--- config.mk ---
export PLATFORM = sky130hd
export DESIGN_NAME = hdc_host_ctl
export DESIGN_NICKNAME = d
export VERILOG_FILES = /design/src/inc/hdc_pkg.sv /design/src/design/hdc_host_ctl.sv /design/src/design/hdc_pulse_timer.sv
export SDC_FILE = /design/constraint.sdc
export NUM_CORES = 1
export LEC_CHECK = 0
export ABC_AREA = 1
export BUFFER_PORTS_ARGS = -buffer_cell sky130_fd_sc_hd__buf_2
export CAP_MARGIN = 20
export CELL_PAD_IN_SITES_DETAIL_PLACEMENT = 1
export CELL_PAD_IN_SITES_GLOBAL_PLACEMENT = 1
export CORE_MARGIN = 1.5
export CORE_UTILIZATION = 41
export DETAILED_ROUTE_END_ITERATION = 7
export GPL_ROUTABILITY_DRIVEN = 0
export PLACE_DENSITY_LB_ADDON = 0.1
export SLEW_MARGIN = 15
export SYNTH_ARGS = -nofsm -noshare
export SYNTH_HDL_FRONTEND = slang
export SYNTH_SLANG_ARGS = --single-unit
export TNS_END_PERCENT = 100
--- constraint.sdc ---
create_clock -name clk -period 2.2 [get_ports clk]
set_input_delay 0.44 -clock clk [delete_from_list [all_inputs] [get_ports clk]]
set_output_delay 0.44 -clock clk [all_outputs]
set_load 0.01 [all_outputs]
--- src/inc/hdc_pkg.sv ---
/*
 * Shared constants and types of the host decode, error and reset controller.
 * Assumes a 100 MHz host clock and APB register access with one word per register.
 */
package hdc_pkg;
    localparam int CLK_HZ = 100_000_000;
    localparam int PROC_RESET_US = 2000;
    localparam int PCI_RESET_US = 1000;
    localparam int PROC_RESET_CYC = PROC_RESET_US * (CLK_HZ / 1_000_000);
    localparam int PCI_RESET_CYC = PCI_RESET_US * (CLK_HZ / 1_000_000);
    localparam int SOFT_INIT_CYC = 16;
    localparam int INIT_HOLD_CYC = 8;
    localparam int TW = 18;

    localparam logic [7:0] IDX_HOLE = 8'h68;
    localparam logic [7:0] IDX_WINDOW = 8'h72;
    localparam logic [7:0] IDX_ERR_EN = 8'h90;
    localparam logic [7:0] IDX_ERR_STS = 8'h91;
    localparam logic [7:0] IDX_RST_CTL = 8'h93;
    localparam logic [11:0] A_HOLE = {2'h0, IDX_HOLE, 2'h0};
    localparam logic [11:0] A_WINDOW = {2'h0, IDX_WINDOW, 2'h0};
    localparam logic [11:0] A_ERR_EN = {2'h0, IDX_ERR_EN, 2'h0};
    localparam logic [11:0] A_ERR_STS = {2'h0, IDX_ERR_STS, 2'h0};
    localparam logic [11:0] A_RST_CTL = {2'h0, IDX_RST_CTL, 2'h0};
    localparam logic [11:0] A_PCI_CMD = 12'h300;
    localparam logic [11:0] A_ATTR = 12'h304;
    localparam logic [11:0] A_SLOW_CNT = 12'h308;
    localparam logic [11:0] A_TOP_DRAM = 12'h30C;

    localparam int EN_TABORT = 4;
    localparam int EN_PARITY = 3;
    localparam int EN_MULTI = 1;
    localparam int EN_SINGLE = 0;
    localparam logic [7:0] ERR_EN_MASK = 8'h1B;
    localparam int STS_MROW = 5;
    localparam int STS_MFLAG = 4;
    localparam int STS_SROW = 1;
    localparam int STS_SFLAG = 0;
    localparam int RC_SELFTEST = 3;
    localparam int RC_TRIGGER = 2;
    localparam int RC_HARD = 1;
    localparam int RC_SLOW = 0;
    localparam logic [7:0] RST_CTL_MASK = 8'h0F;
    localparam int HOLE_LSB = 6;
    localparam logic [7:0] HOLE_MASK = 8'hC0;
    localparam logic [1:0] HOLE_LOW = 2'h1;
    localparam logic [1:0] HOLE_HIGH = 2'h2;
    localparam int WIN_OPEN = 6;
    localparam int WIN_CLOSE = 5;
    localparam int WIN_LOCK = 4;
    localparam int WIN_ENABLE = 3;
    localparam logic [2:0] WIN_BASE_A0 = 3'h2;
    localparam logic [7:0] WINDOW_RST = 8'h02;
    localparam int CMD_SERR = 1;
    localparam int CMD_PERR = 0;
    localparam int ATTR_W = 26;
    localparam int ATTR_EXTB = 16;
    localparam int ATTR_SYS = 24;
    localparam int ATTR_RE = 0;
    localparam int ATTR_WE = 1;
    localparam logic [7:0] TOP_DRAM_RST = 8'h01;
    localparam int TOM_LSB = 23;

    localparam logic [35:0] DOS_LOW_END = 36'h0_0008_0000;
    localparam logic [35:0] DOS_END = 36'h0_000A_0000;
    localparam logic [35:0] VIDEO_END = 36'h0_000C_0000;
    localparam logic [35:0] EXP_END = 36'h0_000E_0000;
    localparam logic [35:0] EXTB_END = 36'h0_000F_0000;
    localparam logic [35:0] ONE_MB = 36'h0_0010_0000;
    localparam logic [11:0] HIGH_HOLE_MB = 12'h00F;

    typedef struct packed {
        logic valid;
        logic [35:0] addr;
        logic write;
        logic code;
        logic handler;
    } hdc_cpu_req_t;

    typedef struct packed {
        logic valid;
        logic dram;
        logic pci;
        logic zero;
    } hdc_route_t;

    typedef struct packed {
        logic valid;
        logic [31:0] addr;
    } hdc_pci_req_t;

    typedef struct packed {
        logic active;
        logic [TW-1:0] count;
    } hdc_timer_t;

    typedef struct packed {
        logic [7:0] err_en;
        logic [7:0] err_sts;
        logic [7:0] rst_ctl;
        logic [7:0] hole;
        logic [7:0] window;
        logic [1:0] pci_cmd;
        logic [ATTR_W-1:0] attr;
        logic [7:0] slow_cnt;
        logic [7:0] top_of_dram;
        logic [7:0] phase;
        logic stall;
        logic flush;
        logic bist_run;
        logic apb_done;
        logic [31:0] rdata;
        logic slverr;
        hdc_route_t route;
        logic pci_claim;
        logic serr;
        logic perr;
    } hdc_state_t;
endpackage

--- src/design/hdc_host_ctl.sv ---
/*
 * Host controller: processor address routing, error logging with system-error
 * signalling, processor and PCI reset sequencing and slowdown mode, on APB.
 * Assumes all inputs synchronous to clk and one request per valid cycle.
 */
// Design decision made here: register access over APB.
`timescale 1ns/10ps
module hdc_host_ctl #(
    parameter int PROC_RST_CYCLES = hdc_pkg::PROC_RESET_CYC,
    parameter int PCI_RST_CYCLES = hdc_pkg::PCI_RESET_CYC
) (
    input wire logic clk,
    input wire logic rst_n,
    input wire logic psel,
    input wire logic penable,
    input wire logic pwrite,
    input wire logic [11:0] paddr,
    input wire logic [31:0] pwdata,
    output logic [31:0] prdata,
    output logic pready,
    output logic pslverr,
    input wire hdc_pkg::hdc_cpu_req_t cpu_req,
    output hdc_pkg::hdc_route_t cpu_route,
    input wire hdc_pkg::hdc_pci_req_t pci_req,
    output logic pci_claim,
    input wire logic target_abort_rcvd,
    input wire logic pci_perr_n_in,
    input wire logic pci_parity_detect,
    input wire logic companion_error_line_n,
    input wire logic companion_error_multi,
    input wire logic [2:0] companion_error_row,
    output logic pci_serr_n_out,
    output logic pci_serr_n_oe,
    output logic pci_perr_n_out,
    output logic pci_perr_n_oe,
    output logic processor_reset_request_n,
    output logic pci_reset_output_n,
    output logic processor_init_n,
    output logic processor_flush_n,
    output logic processor_stall
);
    import hdc_pkg::*;

    function automatic logic attr_dram(input logic [1:0] a, input logic wr);
        return wr ? a[ATTR_WE] : a[ATTR_RE];
    endfunction

    hdc_state_t st;
    hdc_state_t next_st;
    logic acc;
    logic fire;
    logic wr_fire;
    logic rc_rise;
    logic hard_start;
    logic soft_start;
    logic bist_start;
    logic mb_evt;
    logic sb_evt;
    logic mb_rise;
    logic proc_rst_act;
    logic pci_rst_act;
    logic init_act;
    logic [TW-1:0] init_load;

    assign acc = psel & penable;
    assign fire = acc & st.apb_done;
    assign wr_fire = fire & pwrite;
    assign pready = st.apb_done;
    assign prdata = st.rdata;
    assign pslverr = st.slverr;

    // Only a zero-to-one change of the trigger bit starts a reset.
    assign rc_rise = wr_fire && paddr == A_RST_CTL && pwdata[RC_TRIGGER]
        && !st.rst_ctl[RC_TRIGGER];
    assign hard_start = rc_rise & pwdata[RC_HARD];
    assign soft_start = rc_rise & ~pwdata[RC_HARD];
    assign bist_start = hard_start & pwdata[RC_SELFTEST];
    assign init_load = bist_start ? TW'(PROC_RST_CYCLES + INIT_HOLD_CYC) : TW'(SOFT_INIT_CYC);

    assign mb_evt = ~companion_error_line_n & companion_error_multi;
    assign sb_evt = ~companion_error_line_n & ~companion_error_multi;
    assign mb_rise = mb_evt & ~st.err_sts[STS_MFLAG];

    hdc_pulse_timer u_proc_rst (
        .clk(clk),
        .rst_n(rst_n),
        .start(hard_start),
        .load(TW'(PROC_RST_CYCLES)),
        .active(proc_rst_act)
    );

    hdc_pulse_timer u_pci_rst (
        .clk(clk),
        .rst_n(rst_n),
        .start(hard_start),
        .load(TW'(PCI_RST_CYCLES)),
        .active(pci_rst_act)
    );

    // With self-test the init pulse outlasts the processor reset, so it is seen at release.
    hdc_pulse_timer u_init (
        .clk(clk),
        .rst_n(rst_n),
        .start(soft_start | bist_start),
        .load(init_load),
        .active(init_act)
    );

    always_comb begin
        logic [35:0] a;
        logic to_dram;
        logic win_ok;
        logic [1:0] hsel;
        logic [7:0] w;
        logic [7:0] clr;
        a = cpu_req.addr;
        to_dram = 1'b0;
        win_ok = 1'b0;
        hsel = st.hole[HOLE_LSB +: 2];
        w = pwdata[7:0];
        clr = (wr_fire && paddr == A_ERR_STS) ? w : 8'h00;
        next_st = st;

        // Register bus: one wait state, read data and error latched for the ready cycle.
        next_st.apb_done = acc & ~st.apb_done;
        if (acc & ~st.apb_done) begin
            next_st.slverr = 1'b0;
            unique case (paddr)
                A_ERR_EN: next_st.rdata = {24'h000000, st.err_en};
                A_ERR_STS: next_st.rdata = {24'h000000, st.err_sts};
                A_RST_CTL: next_st.rdata = {24'h000000, st.rst_ctl};
                A_HOLE: next_st.rdata = {24'h000000, st.hole};
                A_WINDOW: next_st.rdata = {24'h000000, st.window};
                A_PCI_CMD: next_st.rdata = {30'h00000000, st.pci_cmd};
                A_ATTR: next_st.rdata = {6'h00, st.attr};
                A_SLOW_CNT: next_st.rdata = {24'h000000, st.slow_cnt};
                A_TOP_DRAM: next_st.rdata = {24'h000000, st.top_of_dram};
                default: begin
                    next_st.rdata = 32'h00000000;
                    next_st.slverr = 1'b1;
                end
            endcase
        end

        if (wr_fire) begin
            unique case (paddr)
                A_ERR_EN: next_st.err_en = w & ERR_EN_MASK;
                A_RST_CTL: next_st.rst_ctl = w & RST_CTL_MASK;
                A_HOLE: next_st.hole = w & HOLE_MASK;
                A_PCI_CMD: next_st.pci_cmd = pwdata[1:0];
                A_ATTR: next_st.attr = pwdata[ATTR_W-1:0];
                A_SLOW_CNT: next_st.slow_cnt = w;
                A_TOP_DRAM: next_st.top_of_dram = w;
                A_WINDOW: begin
                    next_st.window = w & 8'h7F;
                    if (st.window[WIN_LOCK] | w[WIN_LOCK]) begin
                        next_st.window[WIN_LOCK] = 1'b1;
                        next_st.window[WIN_OPEN] = 1'b0;
                    end
                end
                default: begin
                end
            endcase
        end

        // A new error wins over a clear written in the same cycle.
        if (mb_evt) begin
            next_st.err_sts[STS_MFLAG] = 1'b1;
            if (!st.err_sts[STS_MFLAG]) begin
                next_st.err_sts[STS_MROW +: 3] = companion_error_row;
            end
        end else if (clr[STS_MFLAG]) begin
            next_st.err_sts[STS_MFLAG] = 1'b0;
        end
        if (sb_evt) begin
            next_st.err_sts[STS_SFLAG] = 1'b1;
            if (!st.err_sts[STS_SFLAG]) begin
                next_st.err_sts[STS_SROW +: 3] = companion_error_row;
            end
        end else if (clr[STS_SFLAG]) begin
            next_st.err_sts[STS_SFLAG] = 1'b0;
        end

        next_st.serr = st.pci_cmd[CMD_SERR] & (
            (st.err_en[EN_TABORT] & target_abort_rcvd)
            | (st.err_en[EN_PARITY] & ~pci_perr_n_in)
            | (st.err_en[EN_MULTI] & mb_rise)
            | (st.err_en[EN_SINGLE] & sb_evt));
        next_st.perr = st.pci_cmd[CMD_PERR] & pci_parity_detect;

        if (bist_start) begin
            next_st.bist_run = 1'b1;
        end else if (!init_act) begin
            next_st.bist_run = 1'b0;
        end

        // Stall duty is slow_cnt out of 256 cycles; zero means caches flush only.
        next_st.phase = st.phase + 8'h01;
        next_st.flush = st.rst_ctl[RC_SLOW];
        next_st.stall = st.rst_ctl[RC_SLOW] && st.phase < st.slow_cnt;

        // Protected window: close blocks data, open shows it unless locked or close is also set.
        win_ok = st.window[WIN_ENABLE] && st.window[2:0] == WIN_BASE_A0
            && (cpu_req.handler || (st.window[WIN_OPEN] && !st.window[WIN_LOCK]))
            && !(st.window[WIN_CLOSE] && st.window[WIN_OPEN] && !st.window[WIN_LOCK])
            && !(st.window[WIN_CLOSE] && !cpu_req.code);
        if (a < DOS_LOW_END) begin
            to_dram = 1'b1;
        end else if (a < DOS_END) begin
            to_dram = hsel != HOLE_LOW;
        end else if (a < VIDEO_END) begin
            to_dram = win_ok;
        end else if (a < EXP_END) begin
            to_dram = attr_dram(st.attr[{a[16:14], 1'b0} +: 2], cpu_req.write);
        end else if (a < EXTB_END) begin
            to_dram = attr_dram(st.attr[ATTR_EXTB + {a[15:14], 1'b0} +: 2], cpu_req.write);
        end else if (a < ONE_MB) begin
            to_dram = attr_dram(st.attr[ATTR_SYS +: 2], cpu_req.write);
        end else if (hsel == HOLE_HIGH && a[31:20] == HIGH_HOLE_MB) begin
            to_dram = 1'b0;
        end else begin
            to_dram = a[31:TOM_LSB] < {1'b0, st.top_of_dram};
        end
        next_st.route.valid = cpu_req.valid;
        next_st.route.zero = cpu_req.valid && a[35:32] != 4'h0;
        next_st.route.dram = cpu_req.valid && a[35:32] == 4'h0 && to_dram;
        next_st.route.pci = cpu_req.valid && a[35:32] == 4'h0 && !to_dram;

        // PCI masters reach only plain DRAM, never holes, the window or the upper ranges.
        next_st.pci_claim = pci_req.valid && (
            (pci_req.addr < DOS_END[31:0]
                && !(hsel == HOLE_LOW && pci_req.addr >= DOS_LOW_END[31:0]))
            || (pci_req.addr >= ONE_MB[31:0]
                && pci_req.addr[31:TOM_LSB] < {1'b0, st.top_of_dram}
                && !(hsel == HOLE_HIGH && pci_req.addr[31:20] == HIGH_HOLE_MB)));
    end

    always_ff @(posedge clk or negedge rst_n) begin
        if (!rst_n) begin
            st <= '0;
            st.window <= WINDOW_RST;
            st.top_of_dram <= TOP_DRAM_RST;
        end else begin
            st <= next_st;
        end
    end

    assign cpu_route = st.route;
    assign pci_claim = st.pci_claim;
    assign pci_serr_n_out = 1'b0;
    assign pci_serr_n_oe = st.serr;
    assign pci_perr_n_out = 1'b0;
    assign pci_perr_n_oe = st.perr;
    assign processor_reset_request_n = ~proc_rst_act;
    assign pci_reset_output_n = ~pci_rst_act;
    assign processor_init_n = ~init_act;
    assign processor_flush_n = ~st.flush;
    assign processor_stall = st.stall;

    logic [TW-1:0] low_cnt;
    always_ff @(posedge clk or negedge rst_n) begin
        if (!rst_n) begin
            low_cnt <= '0;
        end else if (processor_reset_request_n) begin
            low_cnt <= '0;
        end else begin
            low_cnt <= low_cnt + TW'(1);
        end
    end
endmodule

--- src/design/hdc_pulse_timer.sv ---
/*
 * Retriggerable pulse timer: output high for exactly load cycles after start.
 * Assumes load is at least one; a start while running reloads the count.
 */
`timescale 1ns/10ps
module hdc_pulse_timer (
    input wire logic clk,
    input wire logic rst_n,
    input wire logic start,
    input wire logic [hdc_pkg::TW-1:0] load,
    output logic active
);
    import hdc_pkg::*;

    hdc_timer_t st;
    hdc_timer_t next_st;

    always_comb begin
        next_st = st;
        if (start) begin
            next_st.active = 1'b1;
            next_st.count = load - TW'(1);
        end else if (st.active) begin
            if (st.count == '0) begin
                next_st.active = 1'b0;
            end else begin
                next_st.count = st.count - TW'(1);
            end
        end
    end

    always_ff @(posedge clk or negedge rst_n) begin
        if (!rst_n) begin
            st <= '0;
        end else begin
            st <= next_st;
        end
    end

    assign active = st.active;
endmodule

Word level (Yosys, flattened, before mapping) --
Cells that the tools add are included.
Word-level totals: bits in registers 177, input bits 130, logic and storage cells 191, output and inout port bits 48
Cells by class: magnitude comparators 12, muxes and demuxes 32, add/sub/neg operators 6, shift-type cells 2, reductions and logical operators 58, bitwise gates (word level) 32, equality and inequality tests 18
Operator list (number):
- one-hot mux 26 bit (9 select lines) | 1
- < comparator 36 x 20 -> 1 bit (second input constant) | 5
- 2-to-1 mux 19 bit | 6
- equality test 12 x 10 -> 1 bit (second input constant) | 7
- 2-to-1 mux 18 bit | 4
- subtractor 18 x 1 -> 18 bit (second input constant) | 4
- zero test 18 bit | 3
- < comparator 36 x 21 -> 1 bit (second input constant) | 1
- >= comparator 32 x 20 -> 1 bit (second input constant) | 1
- >= comparator 32 x 21 -> 1 bit (second input constant) | 1
- < comparator 32 x 20 -> 1 bit (second input constant) | 1
- AND reduction 2 bit | 13
- indexed part select 26 x 5 -> 2 bit | 1
- indexed part select 26 x 7 -> 2 bit | 1
- equality test 12 x 4 -> 1 bit (second input constant) | 2
- equality test 12 x 9 -> 1 bit (second input constant) | 2
- logical AND 1 bit | 24
- 2-to-1 mux 1 bit | 20
- < comparator 9 x 8 -> 1 bit | 2
- bitwise AND 1 bit | 16
- NOT 1 bit | 11
- nonzero test 2 bit | 5
- OR reduction 9 bit | 1
- adder 8 x 1 -> 8 bit (second input constant) | 1
- other kinds (13) | 27

Longest topological paths before layout --
Gate-level depths: netlist of the first run.
word-level depth 11, depth in mapped cells 14, mapped depth without buffers 14

By module --
A second synthesis of the first run with hierarchy kept.
Second synthesis, totals: cells, all modules 1669, area total of the unflattened synthesis 11664.9 sq um
Modules (own cells, without submodules):
- hdc_host_ctl | area each 6248.5 sq um, cells an instance 760, sequential area each 2855.2 sq um, times used 1
- hdc_pulse_timer | area each 1805.5 sq um, cells an instance 303, sequential area each 475.5 sq um, times used 3

Worst setup path before layout of the first run --
No wires, ideal clock.
path type flip-flop to flip-flop, start point register u_init.st[0] (netlist bit), end point register u_init.st[14] (netlist bit), setup slack 0.466 ns, stages on the path, launching flop included 11, buffers on the path 0, data required time 2.076 ns, arrival time 1.610 ns, library setup time 0.124 ns, cell sequence dfrtp_1 inv_1 ha_1 nand3_1 nor3_4 nand3_1 nand2_2 inv_1 nand3_1 xor2_1 nor2_1
On the way: longest elaborated chain between the ends 4, elaborated cells between the ends (all ways) 7, classes of those cells 1 x add/sub; 1 x eq/ne; 3 x mux; 2 x reduce/logical
RTL lines:
- start: declaration | RTL line hdc_pulse_timer.sv:15 | hdc_timer_t st;
- start signal: assignment | RTL line hdc_pulse_timer.sv:36 | st <= next_st;
- subtractor 18 x 1 -> 18 bit | RTL line hdc_pulse_timer.sv:27 | next_st.count = st.count - TW'(1);
- 2-to-1 mux 18 bit | RTL line hdc_pulse_timer.sv:24 | if (st.count == '0) begin
- 2-to-1 mux 19 bit | RTL line hdc_pulse_timer.sv:23 | end else if (st.active) begin
- 2-to-1 mux 19 bit | RTL line hdc_pulse_timer.sv:20 | if (start) begin
Parallel ways exist; a longest one is shown, timed or not. The select of a mux whose other input is x is not followed. A chain may end at the register's enable or synchronous reset.

Worst setup path in the final report of the first run --
start point register u_proc_rst.st[0] (netlist bit), end point register u_proc_rst.st[12] (netlist bit)
On the way: longest elaborated chain between the ends 4, elaborated cells between the ends (all ways) 7, classes of those cells 1 x add/sub; 1 x eq/ne; 3 x mux; 2 x reduce/logical
RTL lines (RTL line):
- start: declaration | hdc_pulse_timer.sv:15
- start signal: assignment | hdc_pulse_timer.sv:36
- subtractor 18 x 1 -> 18 bit | hdc_pulse_timer.sv:27
- 2-to-1 mux 18 bit | hdc_pulse_timer.sv:24
- 2-to-1 mux 19 bit | hdc_pulse_timer.sv:23
- 2-to-1 mux 19 bit | hdc_pulse_timer.sv:20
Parallel ways exist; a longest one is shown, timed or not. The select of a mux whose other input is x is not followed.

==> results.json, run 1 <==
{
  "synth.ff_latch_count": 171,
  "grt_pass1_vias": 8304,
  "final_area_mm2": 0.0109,
  "ys_types": 51,
  "hold_viol": 0,
  "layout_common_cells": "nand2_1, dfrtp_1, inv_1",
  "arrival_ps": 2230,
  "coreArea_mm2": 0.0225,
  "nets": 1424,
  "final_cells": 1570,
  "end_kind": "register",
  "maxSlewViolCount": 0,
  "area_delta_synth_final_pct": 16.4,
  "ys_warn_count": 0,
  "ys_seq_area_share_pct": 45.8,
  "synth-async-reset-ratio_pct": 100,
  "layout-drive-gt1-share_pct": 19.1,
  "dpl.hpwl_um": 19300,
  "fin_crit_ps": 1920,
  "drc": 0,
  "clk_pin_slew_worst_paths_ps": 70,
  "cts_tree": "built",
  "powerDensity_mw_per_mm2": 612,
  "synth_top_area_share_pct": 45.3,
  "irDropWorstVdd_v": 0.000491,
  "drtIter0Drc": 411,
  "dpl_cell_area_mm2": 0.0103,
  "start_kind": "register",
  "synth.avg_cell_area_um2": 8.19,
  "vias": 7960,
  "clkLatencyLatePin_ps": 430,
  "die_h_um": 154,
  "wirelength_um": 25500,
  "viasPerCell": 5.07,
  "wl_per_cell_um": 16.2,
  "post-route-period-util_pct": 87.1,
  "synth.area.top_cells": "dfrtp_1, nand2_1, inv_1, nor2_1, o21ai_0",
  "placementRows": 55,
  "synth_edf_count": 0,
  "first_pass_iters": 7,
  "die_w_um": 154,
  "pin_count": 178,
  "dp.cells": 1534,
  "yosys.area.top_type": "dfrtp_1",
  "tightestPinTransition_ps": 496,
  "postSynthCellCount": 1140,
  "final_core_utilization_pct": 48.3,
  "syn_area_mm2": 0.00934,
  "htree_levels": 4,
  "critPathRequiredTime_ps": 2510,
  "skew_ps": 11.4,
  "setup_viol": 0,
  "final_common_cell": "nand2_1",
  "relSlewSlack_pct": 66.6,
  "place_ws_ps": 104,
  "cts_buffer_depth": 2,
  "leakage_nw": 5.38,
  "grt-ovfl-total": 0,
  "start_util_pct": 41.5,
  "drtAntennaViolNets": 0,
  "status": "finished, final reports clean",
  "max_freq_mhz": 522,
  "hold_class": "primary input to register",
  "antenna_found_initial": 4,
  "worst_slack_ps": 285,
  "crit_type": "register to register",
  "yosys_most_used_dff": "dfrtp_1",
  "maxCapViolCount": 0,
  "grt_usage_pct": 22.6,
  "port_buffers": 132,
  "grt_max_degree": 69,
  "grt_pass1_wl_um": 42500,
  "path_max_fanout": 9,
  "die_area_mm2": 0.0237,
  "cts.sinks": 171,
  "numCtsBuffers": 17,
  "p_total_w": 0.00665,
  "ctsRootBufferMaster": "clkbuf_16"
}
layout make-up:
class,instances,area (µm²)
well taps,285,357
flip-flops and latches,171,4280
fillers,2760,11600
clock buffers,18,429
multi-input cells,772,4150
repair buffers,160,930
inverters,147,556
diodes,3,7.51
clock inverters,14,160
per-stage QoR:
step                      hold slack (ps)  setup TNS (ps)
after floorplan                       144               0
final                                 150               0
after detailed placement              291               0
after global placement                291               0
after CTS                             134               0
after global routing                  138           -6.85
path summary, 6_finish.rpt:
path	startpoint	to	slack, ps	cells after the start
max in group asynchronous	rst_n	u_init.active	1160	3
worst max-delay path	u_proc_rst.st[0]	u_proc_rst.st[12]	280	13
min in group asynchronous	rst_n	prdata[12]	410	2
worst max register to register	u_proc_rst.st[0]	u_proc_rst.st[12]	280	13
worst min register to register	next_st[42]	st[42]	400	0
worst min-delay path	cpu_req[39]	cpu_route[3]	150	1
repair_timing:
item / CTS / global route
setup endpoints to repair: 0 / 11
gates resized for setup: 0 / 2
hold endpoints to repair: 13 / 0
setup buffers: 0 / 0
hold buffers: 1 / 0
sequential cells by signal, indices dropped and copies added (netlist names), 4 cells and up:
register and flops:
cpu_route 4, u_pci_rst.st 18, u_init.st 18, st 77
u_proc_rst.st 18, prdata 26
Yosys cell counts, types with 5 or more instances:
cell and instances:
buf_4 38, nor2_1 115, mux2_2 7, dfrtp_1 169, xnor2_1 7, inv_1 138, nand4_1 16, inv_2 6
a21oi_1 29, nand2_1 247, nand3b_1 7, mux2_4 9, nor3_1 27, o21ai_0 86, buf_2 5, nor2_2 6
xor2_1 21, nor4_1 6, clkbuf_1 10, nand3_1 83, o22ai_1 12, ha_1 25, nand2_2 6, o31ai_1 15
layer usage:
layer | global-route usage [%] | routed length [µm] | share of wire, % | up-vias
li1 | - | - | - | 3926
met4 | 4.95 | 243 | 0.95 | 4
met1 | 29.4 | 11600 | 46 | 3867
met5 | 0 | 23 | 0.090 | -
met2 | 39.2 | 12600 | 49 | 141
met3 | 4.11 | 1020 | 4.0 | 22
report_power, final:
| group | switching (W) | internal [W] |
|---|---|---|
| Sequential | 0.0000100 | 0.00317 |
| Clock | 0.00138 | 0.00170 |
| Combinational | 0.000258 | 0.000137 |
worst max-delay path, cell delays in order (launching register included):
cell and delay, ps:
dfrtp_1 360, inv_1 110, ha_1 160, inv_1 60, nor2_1 130, nand4_1 160
inv_1 90, nand3_1 90, nand2_2 180, nor2_1 100, nand2_1 120, nor2_1 50
o21ai_0 150, nor2_1 60
cell families (layout without fill, tap and decap cells):
logic type | Yosys count | in the layout | synth area share (%)
AND/OR/NAND/NOR | 530 | 530 | 25.7
other | 1 | 11 | 0.0402
adder cells (fa/ha/maj) | 25 | 25 | 3.35
AO/OA/AOI/OAI | 161 | 161 | 9.59
multiplexers | 20 | 20 | 2.77
flip-flops | 171 | 171 | 45.8
buffers and inverters | 204 | 339 | 10.1
XOR/XNOR | 28 | 28 | 2.63
Power figures use the tool's default switching activity.
==> inputs of run 2 (changes only) <==
--- a/config.mk
+++ b/config.mk
@@ -6,15 +6,15 @@
 export NUM_CORES = 1
 export LEC_CHECK = 0
 export ABC_AREA = 1
-export BUFFER_PORTS_ARGS = -buffer_cell sky130_fd_sc_hd__buf_2
 export CAP_MARGIN = 20
 export CELL_PAD_IN_SITES_DETAIL_PLACEMENT = 1
 export CELL_PAD_IN_SITES_GLOBAL_PLACEMENT = 1
 export CORE_MARGIN = 1.5
-export CORE_UTILIZATION = 41
+export CORE_UTILIZATION = 47
 export DETAILED_ROUTE_END_ITERATION = 7
+export DONT_BUFFER_PORTS = 1
 export GPL_ROUTABILITY_DRIVEN = 0
-export PLACE_DENSITY_LB_ADDON = 0.1
+export PLACE_DENSITY = 0.82
 export SLEW_MARGIN = 15
 export SYNTH_ARGS = -nofsm -noshare
 export SYNTH_HDL_FRONTEND = slang
==> run 2 against run 1 <==
Against the previous run: flip-flop and latch count did not move; count of clock-buffer cells in the layout shrank 1; first-iteration DRC count down 21%; largest power group unchanged; the flow now finishes with violations (hold timing).
==> results.json, run 2 (synthesized netlist as in run 1, its figures left out) <==
{
  "die_h_um": 144,
  "grt_pass1_vias": 7957,
  "start_kind": "register",
  "grt_pass1_wl_um": 39800,
  "dpl_cell_area_mm2": 0.00941,
  "clkLatencyLatePin_ps": 430,
  "first_pass_iters": 4,
  "reg2regPathDepth": 12,
  "cts_tree": "built",
  "largest-register": "st",
  "start_util_pct": 48.0,
  "path_max_fanout": 8,
  "status": "finished, violations left",
  "grt-ovfl-total": 0,
  "drc": 0,
  "place_ws_ps": 119,
  "tightestPinTransition_ps": 496,
  "cts_buffer_depth": 2,
  "rr_endpoint": "u_proc_rst.st[17]",
  "largest_register_ffs": 77,
  "setup_viol": 0,
  "num-fill-cells": 2390,
  "viasPerCell": 5.44,
  "wirelength_um": 24600,
  "register_area_mm2": 0.00428,
  "hold_viol": 171,
  "maxSlewViolCount": 0,
  "area_delta_synth_final_pct": 7.50,
  "layout_common_cells": "nand2_1, dfrtp_1, inv_1",
  "placementRows": 51,
  "hold_class": "primary input to asynchronous set/reset pin",
  "die_w_um": 144,
  "arrival_ps": 2280,
  "antenna_found_initial": 0,
  "relSlewSlack_pct": 66.6,
  "nets": 1279,
  "whs_ps": -303,
  "fin_crit_ps": 1990,
  "htree_levels": 4,
  "reg2reg_slack_ps": 210,
  "port_buffers": 0,
  "cts.sinks": 171,
  "critPathRequiredTime_ps": 2500,
  "n_antenna_cell": 0,
  "vias": 7629,
  "multi_input_area_mm2": 0.00416,
  "drtIter0Drc": 325,
  "p_total_w": 0.00637,
  "maxCapViolCount": 0,
  "coreArea_mm2": 0.0195,
  "max_freq_mhz": 504,
  "dpl.hpwl_um": 18000,
  "end_kind": "register",
  "violations": "hold timing",
  "irDropWorstVdd_v": 0.000496,
  "worst_slack_ps": 214,
  "final_common_cell": "nand2_1",
  "drtAntennaViolNets": 0,
  "crit_type": "register to register",
  "numCtsBuffers": 17,
  "clk_pin_slew_worst_paths_ps": 80,
  "layout-drive-gt1-share_pct": 8.88,
  "ctsRootBufferMaster": "clkbuf_16",
  "pin_count": 178,
  "final_area_mm2": 0.0100,
  "wl_per_cell_um": 17.6,
  "grt_max_degree": 172,
  "leakage_nw": 4.73,
  "die_area_mm2": 0.0207,
  "timing.rr.start": "u_proc_rst.st[1]",
  "skew_ps": 12.9,
  "grt_usage_pct": 24.7,
  "setup_tns_ps": 0,
  "post-route-period-util_pct": 90.3,
  "powerDensity_mw_per_mm2": 634
}
run 2: repair_timing:
item,4_1_cts,5_1_grt
buffers inserted,0,2
setup endpoints to repair,0,13
resized for setup,0,3
endpoints found under the hold margin,171,171
run 2: worst max-delay path: stages, from the launching register on:
cell and delay (ps):
dfrtp_1 380, inv_1 50, ha_1 170, inv_1 80
nor2_1 60, nand4_1 170, inv_1 70, nand3_1 140
nand2_4 100, nor2_2 220, inv_1 90, o21ai_0 230
nand3b_1 100
run 2: worst max path at each step:
| stage | end | slack [ps] | from | cells past startpoint |
|---|---|---|---|---|
| final | u_proc_rst.st[17] | 210 | u_proc_rst.st[1] | 12 |
| after global routing | u_proc_rst.st[12] | -30 | u_proc_rst.st[0] | 13 |
| after CTS | u_proc_rst.st[17] | 150 | u_proc_rst.st[1] | 12 |
| after detailed placement | u_init.st[11] | 120 | paddr[1] | 10 |
| after global placement | st[102] | 170 | paddr[1] | 5 |
| after floorplan | u_init.st[14] | 470 | u_init.st[0] | 10 |
run 2: where the power goes:
| group | switching [W] | internal, W |
|---|---|---|
| sequential | 0.0000148 | 0.00317 |
| clock | 0.00146 | 0.00153 |
| combinational | 0.000136 | 0.0000631 |
run 2: area by class of cell:
type,count,area share [%]
sequential,171,42.6
multi-input combinational,772,41.4
tap,265,3.30
inverter,147,5.53
clock inverter,15,1.77
timing repair buffer,15,1.12
clock buffer,17,4.24
run 2: metal layers:
layer | GRT usage (%) | share of wire [%] | wire [µm]
met1 | 30.7 | 42 | 10200
met2 | 42.6 | 50 | 12200
met3 | 6.00 | 7.0 | 1720
met4 | 7.04 | 1.9 | 473
met5 | 0 | 0 | 0
run 2: stage by stage:
step / utilization, % / std cells
floorplan: - / 1147
detailed placement: 48.3 / 1368
CTS: 51.4 / 1400
global route: 51.6 / 1402
finish: 51.6 / 1402
global placement: 48.3 / 1368
